<file path="src/psfp_pkg.sv">
package psfp_pkg;

  // ****************************************
  // Output configuration
  // ****************************************
  localparam logic [1:0] CFG_BRIDGE = 2'h0;
  localparam logic [1:0] CFG_PARALLEL = 2'h1;
  localparam logic [1:0] CFG_SINGLE = 2'h2;

  // ****************************************
  // Half-bridge bit positions (A..D)
  // ****************************************
  localparam int HB_A = 0;
  localparam int HB_B = 1;
  localparam int HB_C = 2;
  localparam int HB_D = 3;
  localparam int HB_NUM = 4;

  // ****************************************
  // Timing
  // ****************************************
  localparam int CLK_HZ = 20000000;
  localparam int SHORT_STEP_US = 1000;
  localparam int SHORT_STEP_CYC = (CLK_HZ / 1000000) * SHORT_STEP_US;
  localparam int SHORT_TEST_MS_PER_UF = 15;
  localparam int SD_TO_RESET_MS = 4;

  // ****************************************
  // Startup short test states
  // ****************************************
  typedef enum logic [3:0] {
    SST_GND = 4'h1,
    SST_SUPPLY = 4'h2,
    SST_HOLD = 4'h4,
    SST_DONE = 4'h8
  } psfp_sst_t;

  // Map a local per-half-bridge error onto the half-bridges to turn off
  function automatic logic [3:0] psfp_group_map(input logic [3:0] err, input logic [1:0] cfg);
    logic [3:0] off;
    off = 4'h0;
    if (cfg == CFG_PARALLEL) begin
      off = (|err) ? 4'hf : 4'h0;
    end else begin
      if (err[HB_A] | err[HB_B]) begin
        off = off | 4'h3;
      end
      if (err[HB_C] | err[HB_D]) begin
        off = off | 4'hc;
      end
    end
    return off;
  endfunction : psfp_group_map

endpackage : psfp_pkg

</file>
<file path="src/psfp_flag_if.sv">
interface psfp_flag_if;
  logic short_busy;
  logic short_hold;
  logic short_done;
  modport ctrl (input short_busy, input short_hold, input short_done);
  modport test (output short_busy, output short_hold, output short_done);
endinterface : psfp_flag_if

</file>
<file path="src/psfp_fault_ctrl.sv">
// Operation
// - Fault forces stage high-Z, shutdown low
// - Non-latched faults recover automatically
// - Local errors disable pair or all
// - Bootstrap undervoltage disables own half-bridge
// - Short test only at startup
// - Detected short holds all high-Z
// - Ground step then supply step
// - Test duration scales with filter capacitance; code uses a fixed STEP_CYC cycles per step
// - Test holds shutdown low, ignores reset
// - Reset never restarts short test
// - Short test skipped in single-ended
// - Three-level warnings then thermal shutdown
// - Two-level warning then thermal shutdown
// - Thermal shutdown latched until reset
// - Supply undervoltage disables all, auto-resumes
// - Reset low forces all high-Z
// - Reset low pulldown except single-ended
// - Reset low forces shutdown high
// - Reset rise clears overload, restarts
// - Overcurrent drives ready low
// - Clip indication near clipping
// - Shutdown and warnings active-low open-drain
module psfp_fault_ctrl
  import psfp_pkg::*;
#(
  parameter int STEP_CYC = SHORT_STEP_CYC,
  parameter bit THREE_LEVEL = 1'b1
) (
  input wire logic clk_i,
  input wire logic reset_n_i,
  input wire logic por_i,
  input wire logic [1:0] cfg_i,
  input wire logic common_uv_i,
  input wire logic [3:0] gate_uv_i,
  input wire logic [3:0] boot_uv_i,
  input wire logic [3:0] overload_i,
  input wire logic [3:0] overcurrent_i,
  input wire logic temp_low_i,
  input wire logic temp_mid_i,
  input wire logic temp_high_i,
  input wire logic short_gnd_i,
  input wire logic short_supply_i,
  input wire logic clip_near_i,
  output logic [3:0] hb_enable_o,
  output logic [3:0] hb_pulldown_o,
  output logic fault_shutdown_n_o,
  output logic fault_shutdown_n_oe_o,
  output logic thermal_warning_low_n_o,
  output logic thermal_warning_low_n_oe_o,
  output logic thermal_warning_high_n_o,
  output logic thermal_warning_high_n_oe_o,
  output logic ready_o,
  output logic clip_o
);

  // ****************************************
  // Short test
  // ****************************************
  psfp_flag_if flags ();
  logic supply_ok;

  assign supply_ok = !common_uv_i && !(|gate_uv_i);

  psfp_short_test #(
    .STEP_CYC(STEP_CYC)
  ) u_short (
    .clk_i(clk_i),
    .reset_n_i(reset_n_i),
    .por_i(por_i),
    .supply_ok_i(supply_ok),
    .cfg_i(cfg_i),
    .short_gnd_i(short_gnd_i),
    .short_supply_i(short_supply_i),
    .flags(flags)
  );

  // ****************************************
  // Reset edge and latched faults
  // ****************************************
  logic reset_n_q;
  logic thermal_shutdown_latch_q;
  logic [3:0] overload_protection_q;
  logic reset_eff;
  logic reset_rise;

  // Reset is ignored while the short test runs
  assign reset_eff = reset_n_i || flags.short_busy;
  assign reset_rise = reset_eff && !reset_n_q;

  always_ff @(posedge clk_i) begin
    if (por_i) begin
      reset_n_q <= 1'b1;
    end else begin
      reset_n_q <= reset_eff;
    end
  end

  // Set wins over the clearing reset
  always_ff @(posedge clk_i) begin
    if (por_i) begin
      thermal_shutdown_latch_q <= 1'b0;
    end else if (temp_high_i) begin
      thermal_shutdown_latch_q <= 1'b1;
    end else if (!reset_eff) begin
      thermal_shutdown_latch_q <= 1'b0;
    end
  end

  always_ff @(posedge clk_i) begin
    if (por_i) begin
      overload_protection_q <= 4'h0;
    end else if (reset_rise) begin
      overload_protection_q <= overload_i;
    end else begin
      overload_protection_q <= overload_protection_q | overload_i;
    end
  end

  // ****************************************
  // Half-bridge shutdown decision
  // ****************************************
  logic [3:0] local_off;
  logic [3:0] hb_off;
  logic global_off;
  logic any_fault;

  assign global_off = thermal_shutdown_latch_q || temp_high_i || !supply_ok;
  assign local_off = psfp_group_map(overload_protection_q | overload_i | overcurrent_i, cfg_i);
  assign hb_off = local_off | boot_uv_i | {4{global_off || flags.short_busy}};
  assign any_fault = |(hb_off);

  always_ff @(posedge clk_i) begin
    if (por_i) begin
      hb_enable_o <= 4'h0;
      hb_pulldown_o <= 4'h0;
    end else begin
      hb_enable_o <= (!reset_eff) ? 4'h0 : ~hb_off;
      hb_pulldown_o <= (!reset_eff && cfg_i != CFG_SINGLE) ? 4'hf : 4'h0;
    end
  end

  // ****************************************
  // Indications (shutdown and warnings open-drain, active low)
  // ****************************************
  logic sd_low;
  logic warn_low;
  logic warn_high;

  assign sd_low = flags.short_busy || (reset_eff && any_fault);
  assign warn_low = THREE_LEVEL ? temp_low_i : temp_mid_i;
  assign warn_high = temp_mid_i;

  always_ff @(posedge clk_i) begin
    if (por_i) begin
      fault_shutdown_n_o <= 1'b0;
      thermal_warning_low_n_o <= 1'b1;
      thermal_warning_high_n_o <= 1'b1;
      ready_o <= 1'b0;
      clip_o <= 1'b0;
    end else begin
      fault_shutdown_n_o <= !sd_low;
      thermal_warning_low_n_o <= !warn_low;
      thermal_warning_high_n_o <= !warn_high;
      ready_o <= reset_eff && !flags.short_busy && !(|overcurrent_i) && !any_fault;
      clip_o <= clip_near_i;
    end
  end

  assign fault_shutdown_n_oe_o = !fault_shutdown_n_o;
  assign thermal_warning_low_n_oe_o = !thermal_warning_low_n_o;
  assign thermal_warning_high_n_oe_o = !thermal_warning_high_n_o;
endmodule : psfp_fault_ctrl

</file>
<file path="src/psfp_short_test.sv">
module psfp_short_test
  import psfp_pkg::*;
#(
  parameter int STEP_CYC = SHORT_STEP_CYC
) (
  input wire logic clk_i,
  input wire logic reset_n_i,
  input wire logic por_i,
  input wire logic supply_ok_i,
  input wire logic [1:0] cfg_i,
  input wire logic short_gnd_i,
  input wire logic short_supply_i,
  psfp_flag_if.test flags
);

  // ****************************************
  // Two-step startup short test
  // ****************************************
  psfp_sst_t state_q;
  logic [31:0] cnt_q;

  // Power-on, or a detected short clearing in SST_HOLD, restarts the test; device reset does not
  always_ff @(posedge clk_i) begin
    if (por_i) begin
      state_q <= SST_GND;
      cnt_q <= 32'h0;
    end else begin
      case (state_q)
        SST_GND: begin
          if (cfg_i == CFG_SINGLE) begin
            state_q <= SST_DONE;
          end else if (!supply_ok_i) begin
            cnt_q <= 32'h0;
          end else if (short_gnd_i) begin
            state_q <= SST_HOLD;
            cnt_q <= 32'h0;
          end else if (cnt_q >= 32'(STEP_CYC - 1)) begin
            state_q <= SST_SUPPLY;
            cnt_q <= 32'h0;
          end else begin
            cnt_q <= cnt_q + 32'h1;
          end
        end
        SST_SUPPLY: begin
          if (short_supply_i) begin
            state_q <= SST_HOLD;
            cnt_q <= 32'h0;
          end else if (cnt_q >= 32'(STEP_CYC - 1)) begin
            state_q <= SST_DONE;
            cnt_q <= 32'h0;
          end else begin
            cnt_q <= cnt_q + 32'h1;
          end
        end
        SST_HOLD: begin
          if (!short_gnd_i && !short_supply_i) begin
            state_q <= SST_GND;
          end
        end
        SST_DONE: begin
          state_q <= SST_DONE;
        end
        default: begin
          state_q <= SST_GND;
        end
      endcase
    end
  end

  assign flags.short_busy = (state_q != SST_DONE);
  assign flags.short_hold = (state_q == SST_HOLD);
  assign flags.short_done = (state_q == SST_DONE);
endmodule : psfp_short_test

</file>
<file path="config.mk">
export PLATFORM = sky130hd
export DESIGN_NAME = psfp_fault_ctrl
export DESIGN_NICKNAME = d
export VERILOG_FILES = /design/src/psfp_pkg.sv /design/src/psfp_flag_if.sv /design/src/psfp_fault_ctrl.sv /design/src/psfp_short_test.sv
export SDC_FILE = /design/constraint.sdc
export NUM_CORES = 1
export LEC_CHECK = 0
export BUFFER_PORTS_ARGS = -buffer_cell sky130_fd_sc_hd__buf_4
export CAP_MARGIN = 10
export CORE_MARGIN = 2
export CORE_UTILIZATION = 55
export CTS_BUF_LIST = sky130_fd_sc_hd__clkbuf_8
export DETAILED_ROUTE_END_ITERATION = 8
export HOLD_SLACK_MARGIN = 0.02
export PLACE_DENSITY = 0.85
export SLEW_MARGIN = 40
export SYNTH_ARGS = -nofsm -noshare
export SYNTH_HDL_FRONTEND = slang
export SYNTH_SLANG_ARGS = --single-unit
</file>
<file path="constraint.sdc">
create_clock -name clk_i -period 2.8 [get_ports clk_i]
set_clock_uncertainty 0.15 [all_clocks]
set_input_delay 0.42 -clock clk_i [delete_from_list [all_inputs] [get_ports clk_i]]
set_output_delay 0.42 -clock clk_i [all_outputs]
set_load 0.05 [all_outputs]
</file>
Yosys cells after proc, flatten, opt, wreduce, memory -nomap -nowiden
Index checks and enable logic that the tools add are counted.
Word-level totals
  register bits: 55
  bits of input ports: 28
  output and inout bits: 16
Operators by class
  $add $sub $neg: 1
  order comparisons: 1
  equal/unequal tests: 14
  mux-type cells: 22
  bitwise gates (word level): 8
  reduce and logical (&&, ||, !) cells: 37
Operator list (count)
  two-way mux 32 bit: 5
  one-hot mux 32 bit (2 select lines): 1
  two-way mux 4 bit: 12
  adder 32 x 1 -> 32 bit (second input constant): 1
  >= comparator 32 x 15 -> 1 bit (second input constant): 1
  logical NOT 1 bit: 16
  OR 4 bit: 4
  one-hot mux 4 bit (4 select lines): 1
  OR reduction 4 bit: 4
  logical AND 1 bit: 8
  inequality test 2 bit (second input constant): 3
  logical OR 1 bit: 5
  == test 4 x 1 -> 1 bit (second input constant): 1
  == test 4 x 2 -> 1 bit (second input constant): 1
  == test 4 x 3 -> 1 bit (second input constant): 1
  == test 4 bit (second input constant): 1
  inequality test 4 x 2 -> 1 bit (second input constant): 1
  inequality test 4 bit (second input constant): 1
  inverter 4 bit: 1
  AND reduction 4 bit: 1
  inequality test 3 x 1 -> 1 bit (second input constant): 1
  inequality test 3 x 2 -> 1 bit (second input constant): 1
  == test 2 x 1 -> 1 bit (second input constant): 1
  == test 2 bit (second input constant): 1
  other kinds (8): 10

Longest topological paths before layout
  word-level depth: 12
  mapped depth: 7

Modules after synthesis
A second synthesis with hierarchy kept.
Second synthesis, totals
  cells, all modules: 287
  area, all modules: 2471.1 um^2
Modules (own cells, without submodules)
  psfp_short_test: times used 1, cells an instance 220, area each 1836.8 um^2, sequential area each 720.7 um^2
  psfp_fault_ctrl: times used 1, cells an instance 67, area each 634.4 um^2, sequential area each 320.3 um^2

Worst setup path after synthesis
No wires, ideal clock.
  kind: register to register
  start point: reg u_short.cnt_q[12]
  end point: reg u_short.cnt_q[20]
  setup time: 0.117 ns
  arrival: 1.725 ns
  setup slack: 0.808 ns
  cell stages (with the launch flop): 8
  cell sequence: dfxtp_1 buf_6 or4_1 a211oi_2 nor3_1 a31oi_1 buf_2 nor2_1
On the way
  word-level cells in the longest chain between the ends: 6
  elaborated cells between the ends (all ways): 8
  classes of those cells: add/sub: 1; order compare: 1; mux: 6
Ends and longest elaborated chain
  start: declaration: line psfp_short_test.sv:20  | logic [31:0] cnt_q;
  start signal: assignment: line psfp_short_test.sv:41  | cnt_q <= cnt_q + 32'h1;
  start signal: assignment: line psfp_short_test.sv:52  | cnt_q <= cnt_q + 32'h1;
  adder 32 x 1 -> 32 bit or >= comparator 32 x 15 -> 1 bit (tied branches)
  two-way mux 32 bit *: line psfp_short_test.sv:37, psfp_short_test.sv:48
  two-way mux 32 bit: line psfp_short_test.sv:34  | end else if (short_gnd_i) begin
  two-way mux 32 bit: line psfp_short_test.sv:32  | end else if (!supply_ok_i) begin
  two-way mux 32 bit: line psfp_short_test.sv:30  | if (cfg_i == CFG_SINGLE) begin
  one-hot mux 32 bit (2 select lines) *: line psfp_short_test.sv:28  | case (state_q)
Mark *: on every way between the ends. The rest lies on a longest branch, timed or not. The select of a mux whose other input is x is not followed.
A chain may end at the register's enable or synchronous reset.

Worst setup path in the final report
  start point: reg u_short.state_q[3]
  end point: reg ready_o
On the way
  word-level cells in the longest chain between the ends: 6
  elaborated cells between the ends (all ways): 10
  classes of those cells: eq/ne: 1; bitwise: 1; reduce/logical: 8
Ends and longest elaborated chain
  start: declaration: line psfp_short_test.sv:19  | psfp_sst_t state_q;
  start signal: assignment: line psfp_short_test.sv:25  | state_q <= SST_GND;
  start signal: assignment: line psfp_short_test.sv:31  | state_q <= SST_DONE;
  start signal: assignment: line psfp_short_test.sv:35  | state_q <= SST_HOLD;
  inequality test 4 bit *: line psfp_short_test.sv:70  | assign flags.short_busy = (state_q != SST_DONE);
  logical OR 1 bit: line psfp_fault_ctrl.sv:130  | assign hb_off = local_off | boot_uv_i | {4{global_off || flags.short_busy}};
  OR 4 bit: line psfp_fault_ctrl.sv:130
  OR reduction 4 bit: line psfp_fault_ctrl.sv:131  | assign any_fault = |(hb_off);
  logical NOT 1 bit: line psfp_fault_ctrl.sv:165  | ready_o <= reset_eff && !flags.short_busy && !(|overcurrent_i) && !any_fault;
  logical AND 1 bit *: line psfp_fault_ctrl.sv:165
  end signal: assignment: line psfp_fault_ctrl.sv:165
  end: declaration: line psfp_fault_ctrl.sv:53  | output logic ready_o,
Mark *: on every way between the ends. The rest lies on a longest branch, timed or not.

==> impl_results.md <==
* Maximum operating frequency at 0.427 GHz
* Worst Hold Depth at 2
* Critical Path Max Stage Delay at 540 ps
* Post-CTS Hold Buffers at 0
* Worst min-delay path category: in2reg
* Mux cell area share after synthesis at 0.00406
* Largest net degree at the start of global routing at 33
* Crit-path max FO at 8
* RSZ-0062 raised after global routing: false
* Initial antenna violation count at 0
* Vias in the first global route at between 2,000 and 2,500
* Routed Antenna Nets at 0
* Post-Syn Area at between 2000 and 2500 µm²
* Hold Fails Final Rpt at 0
* Slowest-stage cell, CP: or4b_1
* Fraction of the mapped netlist area in adder cells at 0.00507
* Synth Area in Compound Gates at 0.107
* Final nets at 362
* FFs w/ async S/R, synth at 0
* Number of enable flip-flop cells after synthesis at 0
* FF-to-FF Start: u_short.state_q[3]$_SDFFE_PP0P_
* Post-DP HPWL at 3.90 mm
* H-tree lvl count at 2
* Die W at 71.0 µm
* Area grow syn2layout at 17.0%
* Worst Tran Pin Value at 691 ps
* WL/cell at 14.0 µm
* Pwr dens at 446 nW/µm²
* Clock Latency Late Sink at about 310 ps
* Post-Syn Nets at ~320
* Ports at 44
* CP arrival at 2430 ps
* Vias per inst at between 5 and 6
* Row count at 24
* WS Path Type: reg2reg
* Worst r2r path cells at 5
* Leak at 1.01 nW
* Clk buf depth at 2
* Crit path launch type: register
* Clk sink count at 52
* CTS clk-pin slew, worst paths at 80 ps
* Max-Slew Margin vs Limit at 0.536
* Post-place setup slack at 598 ps
* Final WL at 5.37 mm
* Max_cap viols at 0
* Core ar. at 4320 µm²
* GRT Overall Usage at 0.230
* Die height at 71.0 µm
* Max Slew Vio Count at 0
* Initial Util at 0.571
* Run status: finished, final reports clean
* Simple-gate share of the synthesized area at 0.333
* DR DRC count at 0
* Fin worst setup slack at 458 ps
* PortBufs at 43
* Root buf cell: clkbuf_8
* Ratio of cells with drive above 1 in the final layout at 0.183
* Combinational family with the most area after synthesis: simple AND/OR/NAND/NOR gates
* DR vias at approximately 2,200
* Crit path capture type: register
* Main flop type after synthesis: dfxtp_1
* Post-synth cell types at 46
* Hold Crit Start: temp_low_i
* Full die area at 5040 µm²
* CTS tree: built
* Syn_area_per_cell at between 8 and 9 µm²
* Starting DRT DRC Count at about 110
* Crit path launch: u_short.state_q[3]$_SDFFE_PP0P_
* Setup bufs post-CTS at 0
* Number of setup violations in the final report at 0
* YS warnings at 0
* Max rail drop VDD at between 0.3 and 0.4 mV
* Fill count at 366
* Fin crit period at 2340 ps
* Flops & latches, synth at 52
* Overflow after GRT at 0
* First-pass GRT wire length at between 9 and 10 mm
* Final estimated routing congestion in global placement at 0.840
* Setup TNS at 0 ps
* Cell area after layout at 2890 µm²
* Pre-antenna DRT Iters at 5
* Antenna diodes at 0
* Final worst path period share at 0.836
* Cts repair resizes at 0
* Placement Cell Area at 2810 µm²
* Post-Synth XOR/XNOR Area at 0.0852
* Seq/Total Area, Yosys at 0.422
* CTS Buf Count at 5
* Crit path cell chain: or4b_1 > nand4bb_1 > a2111oi_0 > nand3_1 > nor2_1
* Post-Synthesis Cells at 293
* WP data required at 2880 ps
## final timing paths
path,endpoint,slack (ps)
worst max-delay path,ready_o$_SDFF_PP0_,460
worst min register to register,thermal_shutdown_latch_q$_SDFFE_PP0P_,350
worst max register to register,ready_o$_SDFF_PP0_,460
worst min-delay path,thermal_warning_low_n_o$_SDFF_PP1_,120
## flip-flops by register name, summed over array words and instances, names as in the netlist
name and flops:
clip_o 1, reset_n_q 1, fault_shutdown_n_o 1, thermal_warning_high_n_o 1, hb_pulldown_o 1, hb_enable_o 4
u_short.cnt_q 32, u_short.state_q 4, thermal_shutdown_latch_q 1, ready_o 1, thermal_warning_low_n_o 1, overload_protection_q 4
## power by group
part	internal, W	switching, W
combinational	0.0000530	0.0000763
sequential	0.000750	0.00000897
clock	0.000167	0.000232
## cell type report
type                    count  area [µm²]  share of cell area
multi-input cells         219        1320               0.459
flip-flops and latches     52        1040               0.361
repair buffers             46         345               0.120
clock buffers               5        68.8              0.0238
well taps                  52        65.1              0.0225
inverters                   9        33.8              0.0117
clock inverters             2        8.76             0.00303
## metrics by stage
step | power [W] | utilization | hold WS [ps] | cells
6_report | 0.00129 | 0.668 | 118 | 385
3_5_place_dp | 0.000905 | 0.650 | 332 | 378
5_1_grt | 0.00134 | 0.668 | 116 | 385
4_1_cts | 0.00130 | 0.668 | 104 | 385
2_1_floorplan | 0.000849 | - | 301 | 293
3_3_place_gp | 0.000901 | 0.650 | 313 | 378
## metal layers
metal  share of wire  global-route usage
met1            0.44               0.293
met2            0.48               0.380
met3           0.065              0.0598
met4           0.011              0.0797
met5               0                   0
## cell usage after synthesis (all sizes together) (7+ instances only)
master  count  area [µm²]
nor3       12        60.1
nand4       9        56.3
nor4b       7        67.6
nand3      13        65.1
inv         9        33.8
buf         8        56.3
xnor2      22         193
nand2      19        71.3
nor4       17         106
a21oi      13        65.1
nor2       46         175
dfxtp      52        1040
## cell usage in the layout (no fill, tap or decap), types with 2 or more instances in the layout
| cell type | Yosys | final |
|---|---|---|
| a2111oi_2 | 2 | 2 |
| a21o_1 | 2 | 2 |
| a21oi_1 | 13 | 13 |
| a31oi_1 | 4 | 3 |
| and3_1 | 4 | 4 |
| and4_1 | 3 | 3 |
| buf_4 | 4 | 46 |
| clkbuf_8 | 0 | 5 |
| dfxtp_1 | 52 | 52 |
| inv_1 | 9 | 10 |
| nand2_1 | 19 | 19 |
| nand2b_1 | 5 | 5 |
| nand3_1 | 13 | 13 |
| nand4_1 | 9 | 9 |
| nor2_1 | 45 | 45 |
| nor2b_1 | 5 | 5 |
| nor3_1 | 12 | 12 |
| nor3b_1 | 2 | 2 |
| nor4_1 | 17 | 17 |
| nor4b_1 | 6 | 6 |
| o21ai_0 | 6 | 6 |
| o22ai_1 | 3 | 3 |
| or3_1 | 4 | 4 |
| or4_1 | 2 | 2 |
| or4b_1 | 2 | 2 |
| xnor2_1 | 22 | 22 |
| xor2_1 | 2 | 2 |
## kinds of logic after synthesis
kind of cell    count (synthesis)
fa+ha+maj                       1
flops                          52
simple gates                  154
compound gates                 39
xor+xnor                       24
buf+inv                        22
mux                             1
## critical path, delay by kind of cell, from the launching register on
| family | cells | cell delay [ps] |
|---|---|---|
| simple gates | 4 | 1140 |
| compound gates | 1 | 500 |
| flops | 1 | 480 |
No activity file was read; power rests on OpenSTA's default activity.
